$ cat src/rtl/pmc_pkg.sv
// Package of constants and types for the power mode controller.
`default_nettype none
package pmc_pkg;

	// ----------------------------------------------------------------
	// Register map (byte offsets on the APB bus).
	// ----------------------------------------------------------------
	localparam logic [7:0] MODE_CTL_OFS = 8'h00;
	localparam logic [7:0] STATUS_OFS = 8'h04;
	localparam logic [7:0] PCLK_EN_OFS = 8'h08;
	localparam logic [7:0] REG_CTL_OFS = 8'h0C;

	// ----------------------------------------------------------------
	// Mode control fields.
	// ----------------------------------------------------------------
	localparam int MODE_REQ_LSB = 0;
	localparam int MODE_REQ_W = 3;
	localparam int MODE_GO_BIT = 3;
	localparam int PLL_OFF_BIT = 4;
	localparam int L1_DMA_BIT = 5;

	// Mode request codes written to the request field.
	localparam logic [2:0] REQ_FULL_ON = 3'h0;
	localparam logic [2:0] REQ_ACTIVE = 3'h1;
	localparam logic [2:0] REQ_SLEEP = 3'h2;
	localparam logic [2:0] REQ_DEEP = 3'h3;

	// ----------------------------------------------------------------
	// Regulator control fields and reset values.
	// ----------------------------------------------------------------
	localparam int VLEV_LSB = 0;
	localparam int VLEV_W = 4;
	localparam int PWR_KEEP_BIT = 4;
	localparam logic [3:0] VLEV_RST = 4'hB;
	localparam logic [3:0] VLEV_OFF = 4'h0;
	localparam logic [31:0] PCLK_EN_RST = 32'hFFFF_FFFF;

	// ----------------------------------------------------------------
	// Timing.
	// ----------------------------------------------------------------
	localparam int CLK_PERIOD_PS = 5000;
	localparam int WAKE_MIN_NS = 10;
	localparam int WAKE_MIN_CYC =
		(WAKE_MIN_NS * 1000 + CLK_PERIOD_PS - 1) / CLK_PERIOD_PS;

	// ----------------------------------------------------------------
	// Operating states, one-hot.
	// ----------------------------------------------------------------
	typedef enum logic [4:0] {
		ST_FULL_ON = 5'b00001,
		ST_ACTIVE = 5'b00010,
		ST_SLEEP = 5'b00100,
		ST_DEEP = 5'b01000,
		ST_HIBER = 5'b10000
	} pmc_state_t;

endpackage
`default_nettype wire

$ cat src/rtl/pmc_clk_gate.sv
// Registered clock-enable gates, one per gated domain.
`timescale 1ns/1ps
`default_nettype none
module pmc_clk_gate #(
	parameter int W = 1
) (
	input wire logic clk, // Controller clock.
	input wire logic rst_n, // Asynchronous reset, active low.
	input wire logic [W-1:0] want, // Requested enable per gate.
	input wire logic [W-1:0] rst_val, // Not used at reset; shape only.
	output logic [W-1:0] en // Glitch-free enable per gate.
);

	// Each enable only moves on a clock edge, so the gated clock never
	// sees a partial pulse; reset leaves every gate closed.
	genvar i;
	for (i = 0; i < W; i++) begin : g_gate
		always_ff @(posedge clk or negedge rst_n) begin
			if (!rst_n) begin
				en[i] <= 1'b0;
			end else begin
				en[i] <= want[i] | (rst_val[i] & 1'b0);
			end
		end
	end

endmodule
`default_nettype wire

$ cat src/rtl/pmc_ctrl.sv
// Power mode controller top: state machine, clock gates, APB registers.
`timescale 1ns/1ps
`default_nettype none

module pmc_ctrl #(
	parameter int NPERIPH = 16
) (
	input wire logic pclk, // Controller clock, 200 MHz.
	input wire logic presetn, // Reset, active low.
	input wire logic por_n, // Power-on reset of the I/O domain.
	input wire logic psel, // APB select.
	input wire logic penable, // APB enable.
	input wire logic pwrite, // APB direction, high for write.
	input wire logic [7:0] paddr, // APB byte address.
	input wire logic [31:0] pwdata, // APB write data.
	output logic [31:0] prdata, // APB read data.
	output logic pready, // APB ready.
	output logic pslverr, // APB error on unmapped address.
	input wire logic ext_event, // Asynchronous sleep wake event.
	input wire logic gpio_wake, // Asynchronous GPIO wake level.
	output logic pll_enable, // PLL powered.
	output logic pll_bypass, // PLL bypassed, reference clock used.
	output logic core_clock_en, // Core clock gate enable.
	output logic sys_clock_en, // System clock gate enable.
	output logic [NPERIPH-1:0] periph_clock_en, // Peripheral gates.
	output logic core_power_on, // Core supply wanted.
	output logic regulator_wake_output, // High while core power wanted.
	output logic [3:0] vlev_out, // Requested core voltage level.
	output logic dma_l1_allow // System DMA to L1 may be granted.
);

	// ----------------------------------------------------------------
	// Declarations
	// ----------------------------------------------------------------
	pmc_pkg::pmc_state_t state_q, state_d;
	pmc_pkg::pmc_state_t ret_q;
	logic [2:0] req_q;
	logic go_q;
	logic pll_off_q;
	logic l1_dma_q;
	logic [NPERIPH-1:0] pclk_en_q;
	logic [3:0] vlev_q;
	logic pwr_keep_q;
	logic ev_s, gw_s;
	logic [2:0] wake_cnt_q;
	logic wake_ok;
	logic ev_ok;
	logic wr, rd_hit;
	logic hib_req;
	logic [NPERIPH+1:0] gate_want, gate_en;

	// Decode a byte address into a register hit.
	function automatic logic hit(input logic [7:0] a,
		input logic [7:0] ofs);
		hit = (a == ofs);
	endfunction

	// ----------------------------------------------------------------
	// Pin synchronisers
	// ----------------------------------------------------------------
	pmc_sync #(
		.W(2)
	) u_sync (
		.clk(pclk),
		.rst_n(presetn),
		.d({ext_event, gpio_wake}),
		.q({ev_s, gw_s})
	);

	// The GPIO level must stand long enough to be a real wake.
	always_ff @(posedge pclk or negedge presetn) begin
		if (!presetn) begin
			wake_cnt_q <= 3'h0;
		end else if (!gw_s) begin
			wake_cnt_q <= 3'h0;
		end else if (wake_cnt_q < 3'(pmc_pkg::WAKE_MIN_CYC)) begin
			wake_cnt_q <= wake_cnt_q + 3'h1;
		end
	end

	assign wake_ok = (wake_cnt_q >= 3'(pmc_pkg::WAKE_MIN_CYC));
	assign ev_ok = ev_s | wake_ok;

	// ----------------------------------------------------------------
	// APB slave
	// ----------------------------------------------------------------
	// Zero wait states; the access phase always completes at once.
	assign pready = 1'b1;
	assign wr = psel & penable & pwrite;
	assign rd_hit = hit(paddr, pmc_pkg::MODE_CTL_OFS) |
		hit(paddr, pmc_pkg::STATUS_OFS) |
		hit(paddr, pmc_pkg::PCLK_EN_OFS) |
		hit(paddr, pmc_pkg::REG_CTL_OFS);
	assign pslverr = psel & penable & ~rd_hit;

	// Read mux; reserved bits read as zero.
	always_comb begin
		prdata = 32'h0000_0000;
		if (hit(paddr, pmc_pkg::MODE_CTL_OFS)) begin
			prdata[pmc_pkg::MODE_REQ_LSB +: pmc_pkg::MODE_REQ_W] = req_q;
			prdata[pmc_pkg::PLL_OFF_BIT] = pll_off_q;
			prdata[pmc_pkg::L1_DMA_BIT] = l1_dma_q;
		end else if (hit(paddr, pmc_pkg::STATUS_OFS)) begin
			prdata[4:0] = state_q;
			prdata[8] = pll_enable;
			prdata[9] = pll_bypass;
			prdata[10] = core_clock_en;
			prdata[11] = sys_clock_en;
			prdata[12] = core_power_on;
		end else if (hit(paddr, pmc_pkg::PCLK_EN_OFS)) begin
			prdata[NPERIPH-1:0] = pclk_en_q;
		end else if (hit(paddr, pmc_pkg::REG_CTL_OFS)) begin
			prdata[pmc_pkg::VLEV_LSB +: pmc_pkg::VLEV_W] = vlev_q;
			prdata[pmc_pkg::PWR_KEEP_BIT] = pwr_keep_q;
		end
	end

	// ----------------------------------------------------------------
	// Mode control register
	// ----------------------------------------------------------------
	// Hibernate loses this register, so entering it clears the fields.
	// The go bit is a one-cycle request consumed by the state machine.
	always_ff @(posedge pclk or negedge presetn) begin
		if (!presetn) begin
			req_q <= pmc_pkg::REQ_FULL_ON;
			pll_off_q <= 1'b0;
			l1_dma_q <= 1'b0;
			go_q <= 1'b0;
		end else if (state_q == pmc_pkg::ST_HIBER) begin
			req_q <= pmc_pkg::REQ_FULL_ON;
			pll_off_q <= 1'b0;
			l1_dma_q <= 1'b0;
			go_q <= 1'b0;
		end else if (wr && hit(paddr, pmc_pkg::MODE_CTL_OFS)) begin
			req_q <= pwdata[pmc_pkg::MODE_REQ_LSB +: pmc_pkg::MODE_REQ_W];
			pll_off_q <= pwdata[pmc_pkg::PLL_OFF_BIT];
			l1_dma_q <= pwdata[pmc_pkg::L1_DMA_BIT];
			go_q <= pwdata[pmc_pkg::MODE_GO_BIT];
		end else begin
			go_q <= 1'b0;
		end
	end

	// Peripheral gate enables; all on after reset, lost in hibernate.
	always_ff @(posedge pclk or negedge presetn) begin
		if (!presetn) begin
			pclk_en_q <= pmc_pkg::PCLK_EN_RST[NPERIPH-1:0];
		end else if (state_q == pmc_pkg::ST_HIBER) begin
			pclk_en_q <= '0;
		end else if (wr && hit(paddr, pmc_pkg::PCLK_EN_OFS)) begin
			pclk_en_q <= pwdata[NPERIPH-1:0];
		end
	end

	// ----------------------------------------------------------------
	// Regulator control register
	// ----------------------------------------------------------------
	// The level sits in the I/O supply domain: only power-on resets it to VLEV_RST,
	// so it survives hibernate and the reset that ends it.
	always_ff @(posedge pclk or negedge por_n) begin
		if (!por_n) begin
			vlev_q <= pmc_pkg::VLEV_RST;
		end else if (wr && hit(paddr, pmc_pkg::REG_CTL_OFS)) begin
			vlev_q <= pwdata[pmc_pkg::VLEV_LSB +: pmc_pkg::VLEV_W];
		end
	end

	// The power keep bit is forced back on by reset, which is how a
	// reset wakes the regulator out of hibernate.
	always_ff @(posedge pclk or negedge presetn) begin
		if (!presetn) begin
			pwr_keep_q <= 1'b1;
		end else if (wr && hit(paddr, pmc_pkg::REG_CTL_OFS)) begin
			pwr_keep_q <= pwdata[pmc_pkg::PWR_KEEP_BIT];
		end
	end

	// A zero level or a cleared keep bit asks for hibernate.
	assign hib_req = (vlev_q == pmc_pkg::VLEV_OFF) | ~pwr_keep_q;

	// ----------------------------------------------------------------
	// Operating state machine
	// ----------------------------------------------------------------
	// Requests are taken only while the core runs; sleeping states
	// leave only on their wake events, hibernate only on reset.
	always_comb begin
		state_d = state_q;
		case (state_q)
			pmc_pkg::ST_FULL_ON,
			pmc_pkg::ST_ACTIVE: begin
				if (hib_req) begin
					state_d = pmc_pkg::ST_HIBER;
				end else if (go_q) begin
					case (req_q)
						pmc_pkg::REQ_FULL_ON: state_d = pmc_pkg::ST_FULL_ON;
						pmc_pkg::REQ_ACTIVE: state_d = pmc_pkg::ST_ACTIVE;
						pmc_pkg::REQ_SLEEP: state_d = pmc_pkg::ST_SLEEP;
						pmc_pkg::REQ_DEEP: state_d = pmc_pkg::ST_DEEP;
						default: state_d = state_q;
					endcase
				end
			end
			pmc_pkg::ST_SLEEP: begin
				if (ev_ok) begin
					state_d = ret_q;
				end
			end
			pmc_pkg::ST_DEEP: begin
				if (wake_ok) begin
					state_d = ret_q;
				end
			end
			pmc_pkg::ST_HIBER: begin
				state_d = pmc_pkg::ST_HIBER;
			end
			default: begin
				state_d = pmc_pkg::ST_FULL_ON;
			end
		endcase
	end

	// State register; reset lands in full-on with no software help.
	always_ff @(posedge pclk or negedge presetn) begin
		if (!presetn) begin
			state_q <= pmc_pkg::ST_FULL_ON;
		end else begin
			state_q <= state_d;
		end
	end

	// Remember which running state to resume after a wake.
	always_ff @(posedge pclk or negedge presetn) begin
		if (!presetn) begin
			ret_q <= pmc_pkg::ST_FULL_ON;
		end else if (state_q == pmc_pkg::ST_FULL_ON ||
			state_q == pmc_pkg::ST_ACTIVE) begin
			ret_q <= state_q;
		end
	end

	// ----------------------------------------------------------------
	// Settings per state
	// ----------------------------------------------------------------
	// PLL and bypass are registered so they never glitch on a change.
	always_ff @(posedge pclk or negedge presetn) begin
		if (!presetn) begin
			pll_enable <= 1'b1;
			pll_bypass <= 1'b0;
		end else begin
			case (state_d)
				pmc_pkg::ST_FULL_ON: begin
					pll_enable <= 1'b1;
					pll_bypass <= 1'b0;
				end
				pmc_pkg::ST_ACTIVE: begin
					// Bypass routes the reference clock to core and bus.
					pll_enable <= ~pll_off_q;
					pll_bypass <= 1'b1;
				end
				pmc_pkg::ST_SLEEP: begin
					pll_enable <= 1'b1;
					pll_bypass <= pll_bypass;
				end
				pmc_pkg::ST_DEEP: begin
					pll_enable <= 1'b0;
					pll_bypass <= pll_bypass;
				end
				default: begin
					pll_enable <= 1'b0;
					pll_bypass <= pll_bypass;
				end
			endcase
		end
	end

	// Power and DMA permission follow the state.
	always_ff @(posedge pclk or negedge presetn) begin
		if (!presetn) begin
			core_power_on <= 1'b1;
			dma_l1_allow <= 1'b0;
		end else begin
			core_power_on <= (state_d != pmc_pkg::ST_HIBER);
			dma_l1_allow <= l1_dma_q &
				(state_d == pmc_pkg::ST_FULL_ON ||
				state_d == pmc_pkg::ST_ACTIVE);
		end
	end

	// Wake output to the regulator: high while core power is wanted.
	assign regulator_wake_output = core_power_on;
	assign vlev_out = vlev_q;

	// ----------------------------------------------------------------
	// Clock gates
	// ----------------------------------------------------------------
	// Peripheral gates open only while the system clock runs.
	always_comb begin
		gate_want[0] = (state_d == pmc_pkg::ST_FULL_ON) |
			(state_d == pmc_pkg::ST_ACTIVE);
		gate_want[1] = gate_want[0] |
			(state_d == pmc_pkg::ST_SLEEP);
		gate_want[NPERIPH+1:2] = pclk_en_q & {NPERIPH{gate_want[1]}};
	end

	pmc_clk_gate #(
		.W(NPERIPH + 2)
	) u_gate (
		.clk(pclk),
		.rst_n(presetn),
		.want(gate_want),
		.rst_val('0),
		.en(gate_en)
	);

	assign core_clock_en = gate_en[0];
	assign sys_clock_en = gate_en[1];
	assign periph_clock_en = gate_en[NPERIPH+1:2];

endmodule
`default_nettype wire

$ cat src/rtl/pmc_sync.sv
// Two flip-flop synchroniser for asynchronous level inputs.
`timescale 1ns/1ps
`default_nettype none
module pmc_sync #(
	parameter int W = 1
) (
	input wire logic clk, // Destination clock.
	input wire logic rst_n, // Asynchronous reset, active low.
	input wire logic [W-1:0] d, // Asynchronous input levels.
	output logic [W-1:0] q // Synchronised levels.
);

	logic [W-1:0] meta_q;

	// The first stage is read only by the second stage.
	always_ff @(posedge clk or negedge rst_n) begin
		if (!rst_n) begin
			meta_q <= '0;
			q <= '0;
		end else begin
			meta_q <= d;
			q <= meta_q;
		end
	end

endmodule
`default_nettype wire
$ cat config.mk
export PLATFORM = sky130hd
export DESIGN_NAME = pmc_ctrl
export DESIGN_NICKNAME = d
export VERILOG_FILES = /design/src/rtl/pmc_pkg.sv /design/src/rtl/pmc_clk_gate.sv /design/src/rtl/pmc_ctrl.sv /design/src/rtl/pmc_sync.sv
export SDC_FILE = /design/constraint.sdc
export NUM_CORES = 1
export LEC_CHECK = 0
export BUFFER_PORTS_ARGS = -buffer_cell sky130_fd_sc_hd__buf_2
export CORE_ASPECT_RATIO = 0.9
export CORE_MARGIN = 8
export CORE_UTILIZATION = 52
export CTS_BUF_LIST = sky130_fd_sc_hd__clkbuf_4
export DETAILED_ROUTE_END_ITERATION = 6
export GPL_ROUTABILITY_DRIVEN = 0
export HOLD_SLACK_MARGIN = 0.02
export PLACE_DENSITY_LB_ADDON = 0.05
export SYNTH_ARGS = -nofsm -noshare
export SYNTH_HDL_FRONTEND = slang
export SYNTH_HIERARCHICAL = 1
export SYNTH_SLANG_ARGS = --single-unit
$ cat constraint.sdc
create_clock -name pclk -period 3 [get_ports pclk]
set_clock_uncertainty 0.05 [all_clocks]
set_input_delay 0.6 -clock pclk [delete_from_list [all_inputs] [get_ports pclk]]
set_output_delay 0.6 -clock pclk [all_outputs]
set_load 0.01 [all_outputs]
==> reports/metrics.cfg <==
[sta]
period_needed_ps = 2610
drv_slew = 0
hold_violations = 0
fin_setup_tns_ps = 0
tightest_slew_ps = 763
rsz0062_at_grt = false
setup_viol = 0
max_freq_mhz = 384
max_slew_margin_pct = 48.9
finalCritPeriodShare_pct = 86.9

[finish]
diodes = 0
drive_above_1_share_pct = 35.5
final_cell_mix = buf_2, nand2_1, dfrtp_1
nets = 441
fin_util_pct = 62.6
final_area_um2 = 3800
n_fill_cell = 518
area_growth_pct = 16.7
final_common_cell = buf_2

[detailed_routing]
wire_per_inst_um = 17.0
finalWirelength_mm = 7.96
drc = 0
drt_iter0_drc = 204
ant_nets = 0
dr_total_vias = 2558
firstDrtPassIters = 4
vias_per_cell = 5.45

[flow_run]
maxCapViolCount = 0

[setup_path]
end_kind = primary output
cp.arrival_ps = 1960
critPathSlowestCell = nor4_1
critPathLaunchType = input port
crit_top_cell = buf_2
crit_type = in2out
rrSetupSlack_ps = 480
r2r_cells = 8
crit_path_cell_trace = buf_2 -> nor4_1 -> buf_4 -> nand2_1 -> nor2_1 -> and3_1 -> buf_2
crit_path_max_incr_delay_ps = 340
crit_buf_inv = 3
r2r-start = state_q[0]$_DFF_PN1_
required_ps = 2350
path_max_fanout = 6
regToRegEndpoint = u_gate/en[4]$_DFF_PN0_
crit_family = simple AND/OR/NAND/NOR gates

[yosys]
synth_ff_type = dfrtp_1
synth.distinct_cells = 54
synthMuxAreaShare_pct = 6.98
async_flop_share_pct = 100
yosys.area.top_type = dfrtp_1
seq_area_frac_synth_pct = 51.6
yosys_warnings = 6
synth_top_family_by_area = simple AND/OR/NAND/NOR gates
ys_seq_elements = 66
syn_inst = 313
synthAdderAreaFrac_pct = 0.384
syn_avg_cell_area_um2 = 10.4
mappedNetlistArea_um2 = 3260
synth_compound_area_share_pct = 11.6
synth_area_leaders = dfrtp_1, dfstp_2, nand2_1
synth-edff-count = 0
synth_xor_area_share_pct = 0.806
synth_top_area_share_pct = 32.2
synthSimpleGateAreaFrac_pct = 21.6

[placed_design]
io_buffers = 75
dp_hpwl_mm = 5.88
dpl-instance-area_um2 = 3660

[floorplanning]
fp.dieW_um = 99.5
die_y_um = 91.1
core-area_um2 = 6080
start_util_pct = 53.6
row_count = 27
die_area_um2 = 9060
num_io_pins = 109

[grt]
overflow = 0
antenna_found_initial = 0
first_global_vias = 2626
grt_pass1_wl_mm = 13.2
grt_max_degree = 33
grt_usage_pct = 18.5

[worst_hold_path]
hold_class = in2async

[clock_tree]
clk_pin_slew_ps = 110
post-cts-setup-buffers = 0
cts_buffers = 9
clk_latency_ps = 420
cts_tree = yes
cts.path.max_buffers = 2
cts_root_buffer = clkbuf_4
htreeDepth = 3
cts_sinks = 66

[pwr]
p_leak_uw = 0.00189
max-vdd-ir-drop_uv = 308
power_density_nw_per_um2 = 594

[run_status]
status = completed

power by group:
group | internal (uW) | leakage [uW] | switching [uW]
sequential | 966 | 0.000818 | 87.5
combinational | 266 | 0.000997 | 366
clock | 258 | 0.0000776 | 313
total | 1490 | 0.00189 | 767
layout make-up:
cell class | instances | area [um^2] | area share (%)
Clock buffer | 10 | 75.1 | 1.97
Timing Repair Buffer | 85 | 465 | 12.2
Clock inverter | 6 | 57.6 | 1.51
Inverter | 5 | 18.8 | 0.493
Tap cell | 72 | 90.1 | 2.37
Multi-Input combinational cell | 225 | 1420 | 37.2
Sequential cell | 66 | 1680 | 44.2
metal layers:
metal | track usage, % | share of wire (%) | routed length [um]
met5 | 0 | 0 | 0
met3 | 6.03 | 7.6 | 608
met4 | 7.43 | 1.7 | 133
met2 | 26.6 | 44 | 3500
met1 | 25.2 | 47 | 3720
worst max path at each step:
stage,slack (ps),end,depth (start not counted),startpoint
after floorplan,520,prdata[13],5,paddr[5]
after global placement,370,prdata[6],7,paddr[5]
after detailed placement,360,prdata[6],7,paddr[5]
after CTS,360,prdata[6],7,paddr[5]
after global routing,230,prdata[6],7,paddr[5]
final,390,prdata[6],7,paddr[5]
logic make-up (layout without fill, tap and decap cells):
group           after synthesis  count (layout)
fa+ha+maj                     1               1
flops                        66              66
mux                          17              17
buf+inv                      37             106
xor+xnor                      3               3
compound gates               54              54
other cells                   2              17
simple gates                133             133
worst reg2reg max path, delay by kind of cell (launching register included):
kind / cells / cell delay (ps)
DFF: 1 / 690
AOI/OAI and AO/OA: 2 / 620
xor gates and xnor gates: 1 / 220
buffers and inverters: 2 / 390
and+or+nand+nor: 3 / 500
repair_timing:
| item | CTS | global route |
|---|---|---|
| resized for setup | 0 | 0 |
| endpoints found under the setup margin | 0 | 0 |
| endpoints found under the hold margin | 1 | 0 |
| hold buffers | 1 | 0 |
flip-flops by register name (all words and copies together) (netlist names):
register and cells:
u_gate/en 18, pclk_en_q 16, ret_q 5, state_q 5, vlev_out 4, req_q 3, wake_cnt_q 3, u_sync/meta_q 2
u_sync/q 2, core_power_on 1, dma_l1_allow 1, go_q 1, l1_dma_q 1, pll_bypass 1, pll_enable 1, pll_off_q 1
pwr_keep_q 1
synthesized netlist by cell type, drive strengths merged (3+ instances only):
cell type,count
buf,25
nor3,6
nor2,23
dfstp,24
a22oi,8
nor4,4
and3,10
nor2b,6
a21oi,20
nand2,45
nor3b,3
clkbuf,7
o21ai,5
o211a,3
nand4,3
inv,5
mux4,4
and2,20
or2,3
mux2i,7
dfrtp,42
mux2,6
per-stage QoR:
step / hold WS (ps) / setup slack [ps] / cells / power [uW]
floorplan: 254 / 517 / 328 / 1510
global placement: 282 / 374 / 452 / 1690
detailed placement: 286 / 365 / 452 / 1700
CTS: 156 / 364 / 469 / 2280
global route: 185 / 231 / 469 / 2410
finish: 180 / 393 / 469 / 2260
(Power assumes the default switching activity.)
